==> src/inc/iadcs_defines.svh <==
// Register indices, field positions, reset values and sizes of the ADC sequencer
`ifndef IADCS_DEFINES_SVH
`define IADCS_DEFINES_SVH
// ****************************************
// Register indices (byte address = 4 * index)
// ****************************************
`define IADCS_MOD_CTRL_0 5'h00
`define IADCS_MOD_INPUT_SEL 5'h01
`define IADCS_MOD_CTRL_2 5'h02
`define IADCS_MOD_CTRL_3 5'h03
`define IADCS_TMH_FUNCTION 5'h04
`define IADCS_TML_FUNCTION 5'h05
`define IADCS_TMH_INPUT 5'h06
`define IADCS_TML_INPUT 5'h07
`define IADCS_TMH_OUTPUT 5'h08
`define IADCS_TML_OUTPUT 5'h09
`define IADCS_TMH_COUNT 5'h0A
`define IADCS_TML_COUNT 5'h0B
`define IADCS_TMH_PERIOD 5'h0C
`define IADCS_TML_PERIOD 5'h0D
`define IADCS_TMH_PULSE 5'h0E
`define IADCS_TML_PULSE 5'h0F
`define IADCS_TMH_CONTROL 5'h10
`define IADCS_TML_CONTROL 5'h11
`define IADCS_PC_FUNCTION 5'h12
`define IADCS_PC_INPUT 5'h13
`define IADCS_PC_COUNT 5'h14
`define IADCS_PC_RELOAD 5'h15
`define IADCS_PC_DATA_OUT 5'h16
`define IADCS_PC_CONTROL 5'h17
`define IADCS_INT_MASK_1 5'h18
`define IADCS_STATUS 5'h19
`define IADCS_RESULT_LO 5'h1A
`define IADCS_RESULT_HI 5'h1B
`define IADCS_LAST_INDEX 5'h1B
// ****************************************
// Reset values
// ****************************************
`define IADCS_RST_MOD_CTRL_0 8'h90
`define IADCS_RST_MOD_CTRL_2 8'h60
`define IADCS_RST_MOD_CTRL_3 8'hE0
`define IADCS_RST_TMH_FUNCTION 8'h21
`define IADCS_RST_TML_FUNCTION 8'h01
`define IADCS_RST_TMH_INPUT 8'h30
`define IADCS_RST_PC_FUNCTION 8'h21
`define IADCS_RST_PC_RELOAD 8'hFF
`define IADCS_RST_ZERO 8'h00
// ****************************************
// Field positions
// ****************************************
`define IADCS_BIT_RUN 0
`define IADCS_BIT_INTEGRATE 4
`define IADCS_BIT_CMP_TYPE 4
`define IADCS_BIT_IRQ_TYPE 3
`define IADCS_BIT_OUT_EN 2
`define IADCS_OUTSEL_HI 1
`define IADCS_OUTSEL_LO 0
`define IADCS_BIT_MASK_TIMER 0
`define IADCS_BIT_MASK_PULSE 1
`define IADCS_BIT_AVAIL 0
`define IADCS_SEL_HI 7
`define IADCS_SEL_LO 4
`define IADCS_CLK_HI 3
`define IADCS_CLK_LO 0
`define IADCS_MUX_HI 7
`define IADCS_MUX_LO 5
`define IADCS_ADDR_HI 6
`define IADCS_ADDR_LO 2
`endif

==> src/inc/iadcs_pkg.sv <==
// Types shared by the ADC sequencer
package iadcs_pkg;
  typedef logic [7:0] iadcs_byte_type;
  typedef logic [15:0] iadcs_word_type;
endpackage : iadcs_pkg

==> src/core/iadcs_sequencer.sv <==
// Incremental ADC sequencer: integration timer, pulse counter, modulator setup, APB
//
// Register access over APB and the register offsets were chosen for this implementation.
`timescale 1ns/100ps
//
// Functional notes
// - Modulator ctrl 3 bit 4: zero holds integrator off, one lets it integrate.
// - Timer compare is 2^(bits+2); period is calculation time plus compare.
// - Compare-type bit picks count <= width or count < width.
// - Interrupt-type bit picks timer interrupt on compare or terminal count.
// - Each timer byte input register holds a 4-bit clock select; the upper one is stored but unused, the lower one paces both bytes.
// - Lower timer input upper nibble selects one of 16 enable sources.
// - Upper timer output: bit 2 output enable, low bits route the output.
// - 16-bit period loads the down counter on enable and terminal count.
// - 16-bit pulse width compared with down count gives compare event.
// - Lower control bit 0 runs the timer; upper run bit stays zero.
// - Pulse counter counts down, interrupts at terminal, reloads from reload register.
// - Pulse counter data select picks the column comparator output.
// - Pulse counter runs only while its control bit 0 is set.
// - Pulse counter data register lets software read the count.
// - Interrupt mask holds one enable for timer, one for pulse counter.
// - Modulator ctrl 1 upper three bits select the input multiplexer.
// - Modulator set up as integrator with reference feedback feeding comparator.
//
// Register map: byte address is four times the slot index.
// Slots 0x00-0x18 follow the register table; 0x19 status, 0x1A/0x1B result.
// Status bit 0 flags new data; software clears it by writing one.
`include "iadcs_defines.svh"

module iadcs_sequencer #(
  parameter int ADDR_W = 8,
  parameter int NUM_COLUMNS = 4
) (
  input wire logic clk_i,
  input wire logic reset_i,
  input wire logic psel_i,
  input wire logic penable_i,
  input wire logic pwrite_i,
  input wire logic [ADDR_W-1:0] paddr_i,
  input wire logic [31:0] pwdata_i,
  output logic [31:0] prdata_o,
  output logic pready_o,
  output logic pslverr_o,
  input wire logic [15:0] clk_src_i,
  input wire logic [15:0] enable_src_i,
  input wire logic [NUM_COLUMNS-1:0] column_cmp_i,
  output iadcs_pkg::iadcs_byte_type mod_ctrl_0_o,
  output iadcs_pkg::iadcs_byte_type mod_input_sel_o,
  output iadcs_pkg::iadcs_byte_type mod_ctrl_2_o,
  output iadcs_pkg::iadcs_byte_type mod_ctrl_3_o,
  output logic integrator_run_bit_o,
  output logic [3:0] timer_out_o,
  output logic timer_irq_o,
  output logic pulse_irq_o
);
  import iadcs_pkg::*;

  localparam int NREG = 32;

  // ****************************************
  // Register storage
  // ****************************************
  // Thirty-two byte slots cover the map; slots past the last index stay unused
  // Hardware-owned values (counts, result, status) live in their own flops
  iadcs_byte_type regs_q [NREG];
  iadcs_word_type tcount_q;
  iadcs_byte_type pcount_q;
  iadcs_byte_type pext_q;
  iadcs_word_type result_q;
  logic avail_q;
  logic run_q;
  logic cmp_q;
  logic [31:0] prdata_q;
  logic pready_q;
  logic pslverr_q;

  // Bus decode helpers
  logic [4:0] idx;
  logic mapped;
  logic wr_en;
  logic rd_en;
  // Only address bits 6:2 pick a slot; higher address bits are ignored
  // An index past the last register is refused with an error response
  assign idx = paddr_i[`IADCS_ADDR_HI:`IADCS_ADDR_LO];
  assign mapped = (idx <= `IADCS_LAST_INDEX);
  // Access cycle that the slave answers in the following cycle
  // Writes land at the first access edge, never again in the ready cycle
  assign wr_en = psel_i && penable_i && !pready_q && pwrite_i && mapped;
  assign rd_en = psel_i && penable_i && !pready_q && !pwrite_i;

  // Reset value of each stored register
  // Slots not listed here come up as zero
  function automatic iadcs_byte_type reset_val(input logic [4:0] i);
    unique case (i)
      `IADCS_MOD_CTRL_0: reset_val = `IADCS_RST_MOD_CTRL_0;
      `IADCS_MOD_CTRL_2: reset_val = `IADCS_RST_MOD_CTRL_2;
      `IADCS_MOD_CTRL_3: reset_val = `IADCS_RST_MOD_CTRL_3;
      `IADCS_TMH_FUNCTION: reset_val = `IADCS_RST_TMH_FUNCTION;
      `IADCS_TML_FUNCTION: reset_val = `IADCS_RST_TML_FUNCTION;
      `IADCS_TMH_INPUT: reset_val = `IADCS_RST_TMH_INPUT;
      `IADCS_PC_FUNCTION: reset_val = `IADCS_RST_PC_FUNCTION;
      `IADCS_PC_RELOAD: reset_val = `IADCS_RST_PC_RELOAD;
      default: reset_val = `IADCS_RST_ZERO;
    endcase
  endfunction : reset_val

  // Registers that software stores directly
  // Counts, snapshot, status and result are owned by hardware, so writes skip them
  // The upper run bit stays low because the lower byte starts the whole timer
  function automatic logic plain_rw(input logic [4:0] i);
    plain_rw = !(i == `IADCS_TMH_COUNT || i == `IADCS_TML_COUNT ||
                 i == `IADCS_PC_COUNT || i == `IADCS_PC_DATA_OUT ||
                 i == `IADCS_TMH_CONTROL || i == `IADCS_STATUS ||
                 i == `IADCS_RESULT_LO || i == `IADCS_RESULT_HI);
  endfunction : plain_rw

  // ****************************************
  // Control and data registers
  // ****************************************
  // One storage flop per entry; entries driven by hardware are kept constant here
  // Storage that the map leaves unused keeps its reset value
  genvar g;
  generate
    for (g = 0; g < NREG; g++) begin : g_reg
      localparam logic [4:0] IDX = 5'(g);
      always_ff @(posedge clk_i) begin
        if (reset_i) begin
          regs_q[g] <= reset_val(IDX);
        end else if (wr_en && idx == IDX && plain_rw(IDX)) begin
          regs_q[g] <= pwdata_i[7:0];
        end
      end
    end
  endgenerate

  // Named views of the stored fields
  // Field slices are named once so the logic below reads plainly
  iadcs_byte_type tmh_func, tml_func, tml_in, tmh_out, pc_in, pc_ctrl, int_mask;
  iadcs_word_type period, pulse_width;
  assign tmh_func = regs_q[`IADCS_TMH_FUNCTION];
  assign tml_func = regs_q[`IADCS_TML_FUNCTION];
  assign tml_in = regs_q[`IADCS_TML_INPUT];
  assign tmh_out = regs_q[`IADCS_TMH_OUTPUT];
  assign pc_in = regs_q[`IADCS_PC_INPUT];
  assign pc_ctrl = regs_q[`IADCS_PC_CONTROL];
  assign int_mask = regs_q[`IADCS_INT_MASK_1];
  // Software programs period = calculation time + compare, compare = 2^(bits+2)
  assign period = {regs_q[`IADCS_TMH_PERIOD], regs_q[`IADCS_TML_PERIOD]};
  assign pulse_width = {regs_q[`IADCS_TMH_PULSE], regs_q[`IADCS_TML_PULSE]};

  // ****************************************
  // Integration timer
  // ****************************************
  // Timer control and compare signals
  logic run;
  logic t_tick;
  logic t_tc;
  logic cmp_now;
  logic cmp_rise;
  logic cmp_evt;
  // The upper byte is chained to the lower byte, so the lower clock select paces both
  // A stopped timer keeps its count, so software may read both halves safely
  // A tick needs the selected clock source and the selected enable source high
  assign run = regs_q[`IADCS_TML_CONTROL][`IADCS_BIT_RUN];
  assign t_tick = run && run_q &&
                  clk_src_i[tml_in[`IADCS_CLK_HI:`IADCS_CLK_LO]] &&
                  enable_src_i[tml_in[`IADCS_SEL_HI:`IADCS_SEL_LO]];
  assign t_tc = t_tick && (tcount_q == '0);
  // Compare type chooses less-or-equal against strictly less
  assign cmp_now = tml_func[`IADCS_BIT_CMP_TYPE] ? (tcount_q <= pulse_width) :
                   (tcount_q < pulse_width);
  assign cmp_rise = cmp_now && !cmp_q;
  // The first run cycle still holds the stale count, so no compare event then
  assign cmp_evt = run && run_q && cmp_rise;

  // Remember run and compare levels for edge detection
  // Start of run shows as run high while run_q is still low
  always_ff @(posedge clk_i) begin
    if (reset_i) begin
      run_q <= 1'b0;
      cmp_q <= 1'b0;
    end else begin
      run_q <= run;
      cmp_q <= run && cmp_now;
    end
  end

  // Down counter: load on enable and terminal count, else count down
  // A period of N gives N+1 ticks between terminal counts
  always_ff @(posedge clk_i) begin
    if (reset_i) begin
      tcount_q <= '0;
    end else if ((run && !run_q) || t_tc) begin
      tcount_q <= period;
    end else if (t_tick) begin
      tcount_q <= tcount_q - 16'h0001;
    end
  end

  // Timer interrupt event chosen by the interrupt-type bit, gated by its mask
  // Compare mode fires once per window, when the count first meets the width
  always_ff @(posedge clk_i) begin
    if (reset_i) begin
      timer_irq_o <= 1'b0;
    end else begin
      timer_irq_o <= int_mask[`IADCS_BIT_MASK_TIMER] &&
                     (tmh_func[`IADCS_BIT_IRQ_TYPE] ? t_tc : cmp_evt);
    end
  end

  // Output routing: one of four lines carries the compare level when enabled
  // Only one line is ever driven; the others stay low
  always_ff @(posedge clk_i) begin
    if (reset_i) begin
      timer_out_o <= 4'h0;
    end else begin
      timer_out_o <= '0;
      if (tmh_out[`IADCS_BIT_OUT_EN] && run) begin
        timer_out_o[tmh_out[`IADCS_OUTSEL_HI:`IADCS_OUTSEL_LO]] <= cmp_now;
      end
    end
  end

  // ****************************************
  // Comparator pulse counter
  // ****************************************
  // Pulse counter control signals
  logic [3:0] col_sel;
  logic p_data;
  logic p_tick;
  logic p_tc;
  // Upper nibble of the input register picks the comparator column
  assign col_sel = pc_in[`IADCS_SEL_HI:`IADCS_SEL_LO];
  // Selects outside the fitted columns count nothing
  // The clock select gates counting too, so a slow source slows the count
  assign p_data = (32'(col_sel) < NUM_COLUMNS) ?
                  column_cmp_i[col_sel[$clog2(NUM_COLUMNS)-1:0]] : 1'b0;
  assign p_tick = pc_ctrl[`IADCS_BIT_RUN] && p_data &&
                  clk_src_i[pc_in[`IADCS_CLK_HI:`IADCS_CLK_LO]];
  assign p_tc = p_tick && (pcount_q == '0);

  // Low byte counts pulses; the extension byte stands in for the software counter.
  // Both restart at each window end so every result covers one window only.
  // Limitation: more than 65535 pulses in one window wrap the extended count.
  always_ff @(posedge clk_i) begin
    if (reset_i) begin
      pcount_q <= `IADCS_RST_PC_RELOAD;
      pext_q <= `IADCS_RST_PC_RELOAD;
    end else if (t_tc) begin
      pcount_q <= regs_q[`IADCS_PC_RELOAD];
      pext_q <= `IADCS_RST_PC_RELOAD;
    end else if (p_tc) begin
      pcount_q <= regs_q[`IADCS_PC_RELOAD];
      pext_q <= pext_q - 8'h01;
    end else if (p_tick) begin
      pcount_q <= pcount_q - 8'h01;
    end
  end

  // Pulse counter terminal interrupt, gated by its mask
  // Software uses it to step a wider count of its own
  always_ff @(posedge clk_i) begin
    if (reset_i) begin
      pulse_irq_o <= 1'b0;
    end else begin
      pulse_irq_o <= p_tc && int_mask[`IADCS_BIT_MASK_PULSE];
    end
  end

  // ****************************************
  // Conversion result
  // ****************************************
  // Result forming signals
  iadcs_word_type pulses;
  iadcs_byte_type snap_q;
  logic avail_clr;
  // Pulses seen = all ones minus the remaining extended count
  // No double buffer: an unread result is overwritten at the next window end
  assign pulses = 16'hFFFF - {pext_q, pcount_q};
  assign avail_clr = wr_en && idx == `IADCS_STATUS && pwdata_i[`IADCS_BIT_AVAIL];

  // Signed result centred on half the integration count; new data overwrites old
  always_ff @(posedge clk_i) begin
    if (reset_i) begin
      result_q <= '0;
    end else if (t_tc) begin
      result_q <= pulses - {1'b0, pulse_width[15:1]};
    end
  end

  // Data available: a window end in the clearing cycle keeps the flag set
  always_ff @(posedge clk_i) begin
    if (reset_i) begin
      avail_q <= 1'b0;
    end else if (t_tc) begin
      avail_q <= 1'b1;
    end else if (avail_clr) begin
      avail_q <= 1'b0;
    end
  end

  // A write to the data-out register snapshots the live count for a stable read
  // Reading the live count directly could tear while pulses arrive
  always_ff @(posedge clk_i) begin
    if (reset_i) begin
      snap_q <= '0;
    end else if (wr_en && idx == `IADCS_PC_DATA_OUT) begin
      snap_q <= pcount_q;
    end
  end

  // ****************************************
  // Modulator control outputs
  // ****************************************
  // Registered copies; integrator run follows ctrl 3 bit 4 directly
  // One cycle of delay keeps every modulator output straight from a flop
  // Input select bits pass untouched; the placement decides what they mean
  always_ff @(posedge clk_i) begin
    if (reset_i) begin
      mod_ctrl_0_o <= `IADCS_RST_MOD_CTRL_0;
      mod_input_sel_o <= `IADCS_RST_ZERO;
      mod_ctrl_2_o <= `IADCS_RST_MOD_CTRL_2;
      mod_ctrl_3_o <= `IADCS_RST_MOD_CTRL_3;
      integrator_run_bit_o <= 1'b0;
    end else begin
      mod_ctrl_0_o <= regs_q[`IADCS_MOD_CTRL_0];
      mod_input_sel_o <= regs_q[`IADCS_MOD_INPUT_SEL];
      mod_ctrl_2_o <= regs_q[`IADCS_MOD_CTRL_2];
      mod_ctrl_3_o <= regs_q[`IADCS_MOD_CTRL_3];
      integrator_run_bit_o <= regs_q[`IADCS_MOD_CTRL_3][`IADCS_BIT_INTEGRATE];
    end
  end

  // ****************************************
  // APB read path
  // ****************************************
  iadcs_byte_type rd_byte;
  // Hardware-owned registers override storage; unmapped reads return zero
  // Read data is captured once, at the first access edge, then held
  // Held data lets software look at prdata again after the transfer
  always_comb begin
    rd_byte = mapped ? regs_q[idx] : `IADCS_RST_ZERO;
    unique case (idx)
      `IADCS_TMH_COUNT: rd_byte = tcount_q[15:8];
      `IADCS_TML_COUNT: rd_byte = tcount_q[7:0];
      `IADCS_TMH_CONTROL: rd_byte = `IADCS_RST_ZERO;
      `IADCS_PC_COUNT: rd_byte = pcount_q;
      `IADCS_PC_DATA_OUT: rd_byte = snap_q;
      `IADCS_STATUS: rd_byte = {7'h00, avail_q};
      `IADCS_RESULT_LO: rd_byte = result_q[7:0];
      `IADCS_RESULT_HI: rd_byte = result_q[15:8];
      default: rd_byte = rd_byte;
    endcase
  end

  // One wait state: answer in the cycle after the first access cycle
  // An error response rides on the same ready pulse
  always_ff @(posedge clk_i) begin
    if (reset_i) begin
      pready_q <= 1'b0;
      pslverr_q <= 1'b0;
      prdata_q <= '0;
    end else begin
      pready_q <= psel_i && penable_i && !pready_q;
      pslverr_q <= psel_i && penable_i && !pready_q && !mapped;
      if (rd_en) begin
        prdata_q <= {24'h000000, rd_byte};
      end
    end
  end

  // Bus outputs come straight from their flops
  assign prdata_o = prdata_q;
  assign pready_o = pready_q;
  assign pslverr_o = pslverr_q;
endmodule : iadcs_sequencer

==> config.mk <==
export PLATFORM = sky130hd
export DESIGN_NAME = iadcs_sequencer
export DESIGN_NICKNAME = d
export VERILOG_FILES = /design/src/inc/iadcs_pkg.sv /design/src/core/iadcs_sequencer.sv
export VERILOG_INCLUDE_DIRS = /design/src /design/src/inc
export SDC_FILE = /design/constraint.sdc
export NUM_CORES = 1
export LEC_CHECK = 0
export BUFFER_PORTS_ARGS = -buffer_cell sky130_fd_sc_hd__buf_2
export CORE_MARGIN = 1
export CORE_UTILIZATION = 35
export CTS_CLUSTER_DIAMETER = 120
export DETAILED_ROUTE_END_ITERATION = 8
export PLACE_DENSITY = 0.64
export RECOVER_POWER = 100
export SETUP_SLACK_MARGIN = 0.2
export SYNTH_ARGS = -nofsm -noshare
export SYNTH_HDL_FRONTEND = slang
export SYNTH_SLANG_ARGS = --single-unit
==> constraint.sdc <==
create_clock -name clk_i -period 2.8 [get_ports clk_i]
set_input_delay 0.42 -clock clk_i [delete_from_list [all_inputs] [get_ports clk_i]]
set_output_delay 0.42 -clock clk_i [all_outputs]
set_load 0.1 [all_outputs]
# --- After elaboration in Yosys (flattened, before gate mapping) ---
# Memories as Yosys holds them, arrays and structs flattened. A register that Yosys moved wholly into a read port is not among the register bits.
# Index checks and enable logic that the tools add are counted.
word_totals:
  ff_bits: 84
  memories: 1
  mem_bits_rw: 256
  inputBits: 81
mem_list:
  columns: ["memory", "depth", "word_bits", "rd", "rd_ports_with_merged_regs", "write_ports", "line_no", "rtl"]
  rows:
  - ["regs_q", 32, 8, 18, 3, 32, "iadcs_sequencer.sv:65", "iadcs_byte_type regs_q [NREG];"]
classes:
  add_sub_neg: 5
  n_eq_ne: 31
  muxes: 120
  order_cmp: 10
  n_bitwise: 26
  n_reduce_logical: 62
op_table:
  columns: ["op", "n"]
  rows:
  - ["8-bit 2-to-1 mux", 28]
  - ["1-bit 2-to-1 mux", 84]
  - ["5-bit == test (second input constant)", 16]
  - ["8-bit one-hot mux with 8 select lines", 1]
  - ["1-bit logical AND", 48]
  - ["5-bit by 4-bit == test with 1-bit output (second input constant)", 8]
  - ["16-bit 2-to-1 mux", 2]
  - ["1-bit bitwise OR", 24]
  - ["5-bit by 3-bit == test with 1-bit output (second input constant)", 4]
  - ["16-bit <= comparator", 1]
  - ["16-bit zero test", 1]
  - ["16-bit less-than comparator", 1]
  - ["16-bit by 1-bit subtractor with 16-bit output (second input constant)", 1]
  - ["16-bit by 15-bit subtractor with 16-bit output", 1]
  - ["16-bit subtractor (first input constant)", 1]
  - ["8-bit by 1-bit subtractor with 8-bit output (second input constant)", 2]
  - ["4-bit by 5-bit less-than comparator with 1-bit output (second input constant)", 3]
  - ["1-bit binary-select mux with 4-bit select", 3]
  - ["5-bit by 2-bit == test with 1-bit output (second input constant)", 2]
  - ["8-bit zero test", 1]
  - ["2-bit by 3-bit less-than comparator with 1-bit output (second input constant)", 2]
  - ["5-bit by 1-bit == test with 1-bit output (second input constant)", 1]
  - ["5-bit <= comparator (second input constant)", 1]
  - ["1-bit zero test", 5]
  - ["11 further kinds", 13]

# --- Logic depth before layout (Yosys ltp) ---
depth:
  word_depth: 9
  mapped_depth: 11
  mapped_depth_nobuf: 10

# --- Least setup slack after synthesis ---
# No wires, ideal clock.
synth_timing:
  kind: "input -> register"
  from: "input paddr_i[2]"
  to: "memory regs_q[19][0] (netlist bit), enable pin"
  t_arrival_ns: 2.373
  path_slack_ns: 0.052
  stages: 7
  n_path_buf: 4
  setup_ns: 0.375
  cell_sequence: "buf_2 buf_2 buf_2 nor2b_1 clkbuf_1 nand2_1 o21bai_1"
synth_rtl:
  columns: ["item", "line_no", "rtl"]
  rows:
  - ["from (decl)", "iadcs_sequencer.sv:39", "input wire logic [ADDR_W-1:0] paddr_i,"]
  - ["to (decl)", "iadcs_sequencer.sv:65", null]

# --- Worst setup path in the final report ---
layout_timing:
  from: "register tcount_q[0]"
  to: "register result_q[14]"
layout_between:
  elab_chain_cells: 2
layout_lines:
  columns: ["item", "line_no", "rtl"]
  rows:
  - ["from (decl)", "iadcs_sequencer.sv:66", "iadcs_word_type tcount_q;"]
  - ["from (signal assigned)", "iadcs_sequencer.sv:194", "tcount_q <= period;"]
  - ["from (signal assigned)", "iadcs_sequencer.sv:196", "tcount_q <= tcount_q - 16'h0001;"]
  - ["16-bit zero test", "iadcs_sequencer.sv:168", "assign t_tc = t_tick && (tcount_q == '0);"]
  - ["1-bit logical AND", "iadcs_sequencer.sv:168", null]
  - ["to (signal assigned)", "iadcs_sequencer.sv:287", "result_q <= pulses - {1'b0, pulse_width[15:1]};"]
  - ["to (decl)", "iadcs_sequencer.sv:69", "iadcs_word_type result_q;"]
# No other way between the ends.
# A chain may end at the register's enable or synchronous reset.

==> flow_summary_export.csv <==
group,metric,value,unit
run_status,status,"complete, no violations",
grt,grt_overflow,0,
pwr,vdd_ir_drop_max,532,uV
route,avgRoutedWirePerCell,20.8,um
synth,synth_cell_types,76,
pwr,internal_power,7.05,mW
final_layout,nFillCells,3774,
route,vias,10686,
flow_run,drv_cap,0,
setup_path,cp_cell_sequence,"inv_1 > ha_2 > nor4b_2 > buf_4 > nand3_1 > or3_4 > nor2b_4 > clkbuf_1 > buf_12 > nor3b_1 > a41o_1",
grt,use_met2,31.7,%
synth,postSynthAreaPerCell,10.8,um2
sta,worst_hold_slack,0.229,ns
place,post-place-ws,0.0389,ns
pwr,seq_power_share,45.4,%
synth,asyncSetResetFlopFracSynth,0,%
clock_tree,cts_buffer_depth,3,
synth,synth-xor-area-share,1.07,%
clock_tree,cts_max_level,1,
synth,synth_compound_area_share,11.8,%
pwr,power_frac_comb,12.9,%
synth,synth_top_area_share,34.6,%
setup_path,cpPeakStageDelay,0.46,ns
grt,grt_max_degree,55,
sta,tightest_slew,1.18,ns
synth,synthSimpleGateAreaFrac,20.2,%
sta,setup_viol,0,
clock_tree,cts_root_buf,"clkbuf_16",
pwr,clkPwrFrac,41.8,%
synth,ys_top_cells_by_area,"edfxtp_1 (35%), dfxtp_1 (15%), mux4_2 (6.5%)",
synth,yosysMostFrequentCell,"edfxtp_1",
grt,antenna_found_initial,2,
sta,hold_viol_final,0,
setup_path,critPathKind,"flip-flop to flip-flop",
sta,timing.final.crit_share,95.6,%
worst_hold_path,hold_class,"input port to flip-flop",
grt,grtUsageTotal,19.9,%
clock_tree,cts_sinks,267,
setup_path,crit_slowest_cell,"or3_4",
sta,rsz0062_at_grt,"yes",
sta,worst_slack,0.125,ns
final_layout,area_growth,17.9,%
pwr,swShare,26.9,%
route,drc,0,
floorplanning,die_area,40500,um2
pwr,switchingPower,2.59,mW
sta,setup_tns,0,ns
setup_path,cp-end-kind,"flip-flop",
synth,synth_area_leader_cell,"edfxtp_1",
sta,skew,0.0142,ns
synth,synth_edf_count,160,
place,routabilityCongestion,0.958,
sta,slew_viol_final,0,
synth,yosysSeqAreaShare,50.0,%
place,port_buffers,102,
route,dr.first_iter.drc_count,1072,
final_layout,drive_gt1_share,18.2,%
synth,synth_area,13900,um2
pwr,power.density,588,nW/um2
floorplanning,initial_core_util,35.7,%
setup_path,crit_arrival,3.15,ns
setup_path,worstPathRequired,3.27,ns
synth,yosys-mux-area-fraction,8.60,%
synth,ys_seq_elements,267,
final_layout,fin_nets,1551,
grt,grt_use_met1,28.5,%
grt,busiest_layer,"met2",
grt,grt_first_pass_wirelength,61600,um
clock_tree,numCtsBuffers,30,
route,dr.pass1.iters,5,
grt,met3_usage,2.14,%
place,place_hpwl,30000,um
floorplanning,row_count,72,
route,viasPerCell,5.41,
floorplanning,io_pins,154,
sta,fmax,374,MHz
sta,period_needed,2.68,ns
synth,syn_inst,1288,
synth,synth_adder_area_share,3.29,%
setup_path,start_kind,"flip-flop",
route,wl,41100,um
sta,slew_headroom,21.4,%
clock_tree,ctsHoldBuffers,0,
synth,synth_warnings,0,
clock_tree,clkLatencyLatePin,0.58,ns
floorplanning,core,38900,um2
synth,synth_top_family_by_area,"simple AND/OR/NAND/NOR gates",
grt,grt_pass1_vias,10073,
clock_tree,clkTransAtPathRegs,0.06,ns
synth,synth_ff_type,"edfxtp_1",
pwr,power,9.64,mW
route,ant_nets,0,
setup_path,cp_max_fo,26,
synth,synthTopCellsByCount,"edfxtp_1 (160), and2_1 (140), dfxtp_1 (107), nor2_1 (100), nand2_1 (79)",
floorplanning,die_w,201,um
pwr,p_leak,6.06,nW
clock_tree,cts_tree,"done",
floorplanning,die_height,201,um
state kept, by name, summed over array words and instances (netlist names), 7 cells and up:
signal / flops
pcount_q: 8
mod_ctrl_0_o: 8
tcount_q: 16
mod_ctrl_3_o: 7
regs_q: 160
mod_input_sel_o: 8
pext_q: 8
snap_q: 8
mod_ctrl_2_o: 8
result_q: 16
prdata_o: 8
path summary, 6_finish.rpt:
check                                               from                         to  slack, ns  cells past startpoint
worst min-delay path                           penable_i        pready_o$_SDFF_PP0_       0.23                      4
worst max-delay path            tcount_q[0]$_SDFFE_PP0P_  result_q[14]$_SDFFE_PP0P_       0.12                     11
worst max register to register  tcount_q[0]$_SDFFE_PP0P_  result_q[14]$_SDFFE_PP0P_       0.12                     11
worst min register to register  prdata_o[1]$_SDFFE_PP0P_   prdata_o[1]$_SDFFE_PP0P_       0.45                      2
stage by stage:
step | util [%] | area [um2] | cells
after floorplan | - | 14000 | 1311
after global placement | 39.2 | 15200 | 1904
after global routing | 42.1 | 16400 | 1976
after CTS | 42.0 | 16300 | 1965
after detailed placement | 39.2 | 15200 | 1904
final | 42.1 | 16400 | 1977
metal layers:
metal,up-vias,wire [um]
met5,-,0
met4,0,905
met3,60,3310
met2,457,19000
met1,5211,17800
li1,4958,-
layout by cell type, fill, tap and decap left out, types with 24 or more instances in the layout:
cell and count:
ha_1 34, clkbuf_1 80, buf_2 51, dfxtp_1 107
mux4_2 40, clkbuf_16 31, a22oi_1 24, inv_1 45
or3_1 29, a21oi_1 45, o21ai_0 35, and2_0 77
nor2_1 98, nand3_1 27, conb_1 24, and2_1 63
buf_4 55, nor2b_1 35, edfxtp_1 160, nand2_1 76
power groups by stage:
stage	Sequential, mW	Clock (mW)	Combinational, mW
4_1_cts	4.37	4.10	1.22
2_1_floorplan	4.57	0	0.725
6_report	4.37	4.03	1.24
5_1_grt	4.38	4.26	1.31
3_3_place_gp	4.45	0	1.21
3_5_place_dp	4.45	0	1.21
layout make-up:
type	count	area, um2	area share (%)
clock inverter	13	170	1.04
clock buffer	43	851	5.19
antenna	1	2.50	0.0153
inverter	46	173	1.05
tap	518	648	3.95
timing repair buffer	192	1110	6.75
sequential	267	6950	42.4
multi-input combinational	897	6500	39.6
repair_timing:
action	4_1_cts	5_1_grt
resized for setup	8	42
setup endpoints to repair	23	34
pin swaps	2	16
buffers inserted	5	11
critical path, delay by kind of cell (launching register included):
family	cells	cell delay [ns]
AOI/OAI and AO/OA	1	0.25
adders and majority gates	1	0.22
buffers and inverters	4	0.68
DFF	1	0.31
and+or+nand+nor	5	1.10
cell families after synthesis:
kind of cell,Yosys count
and+or+nand+nor,517
DFF,267
AOI/OAI and AO/OA,235
buffers and inverters,147
muxes,68
adders and majority gates,36
xor gates and xnor gates,17
other,1
Power figures use the tool's default switching activity.
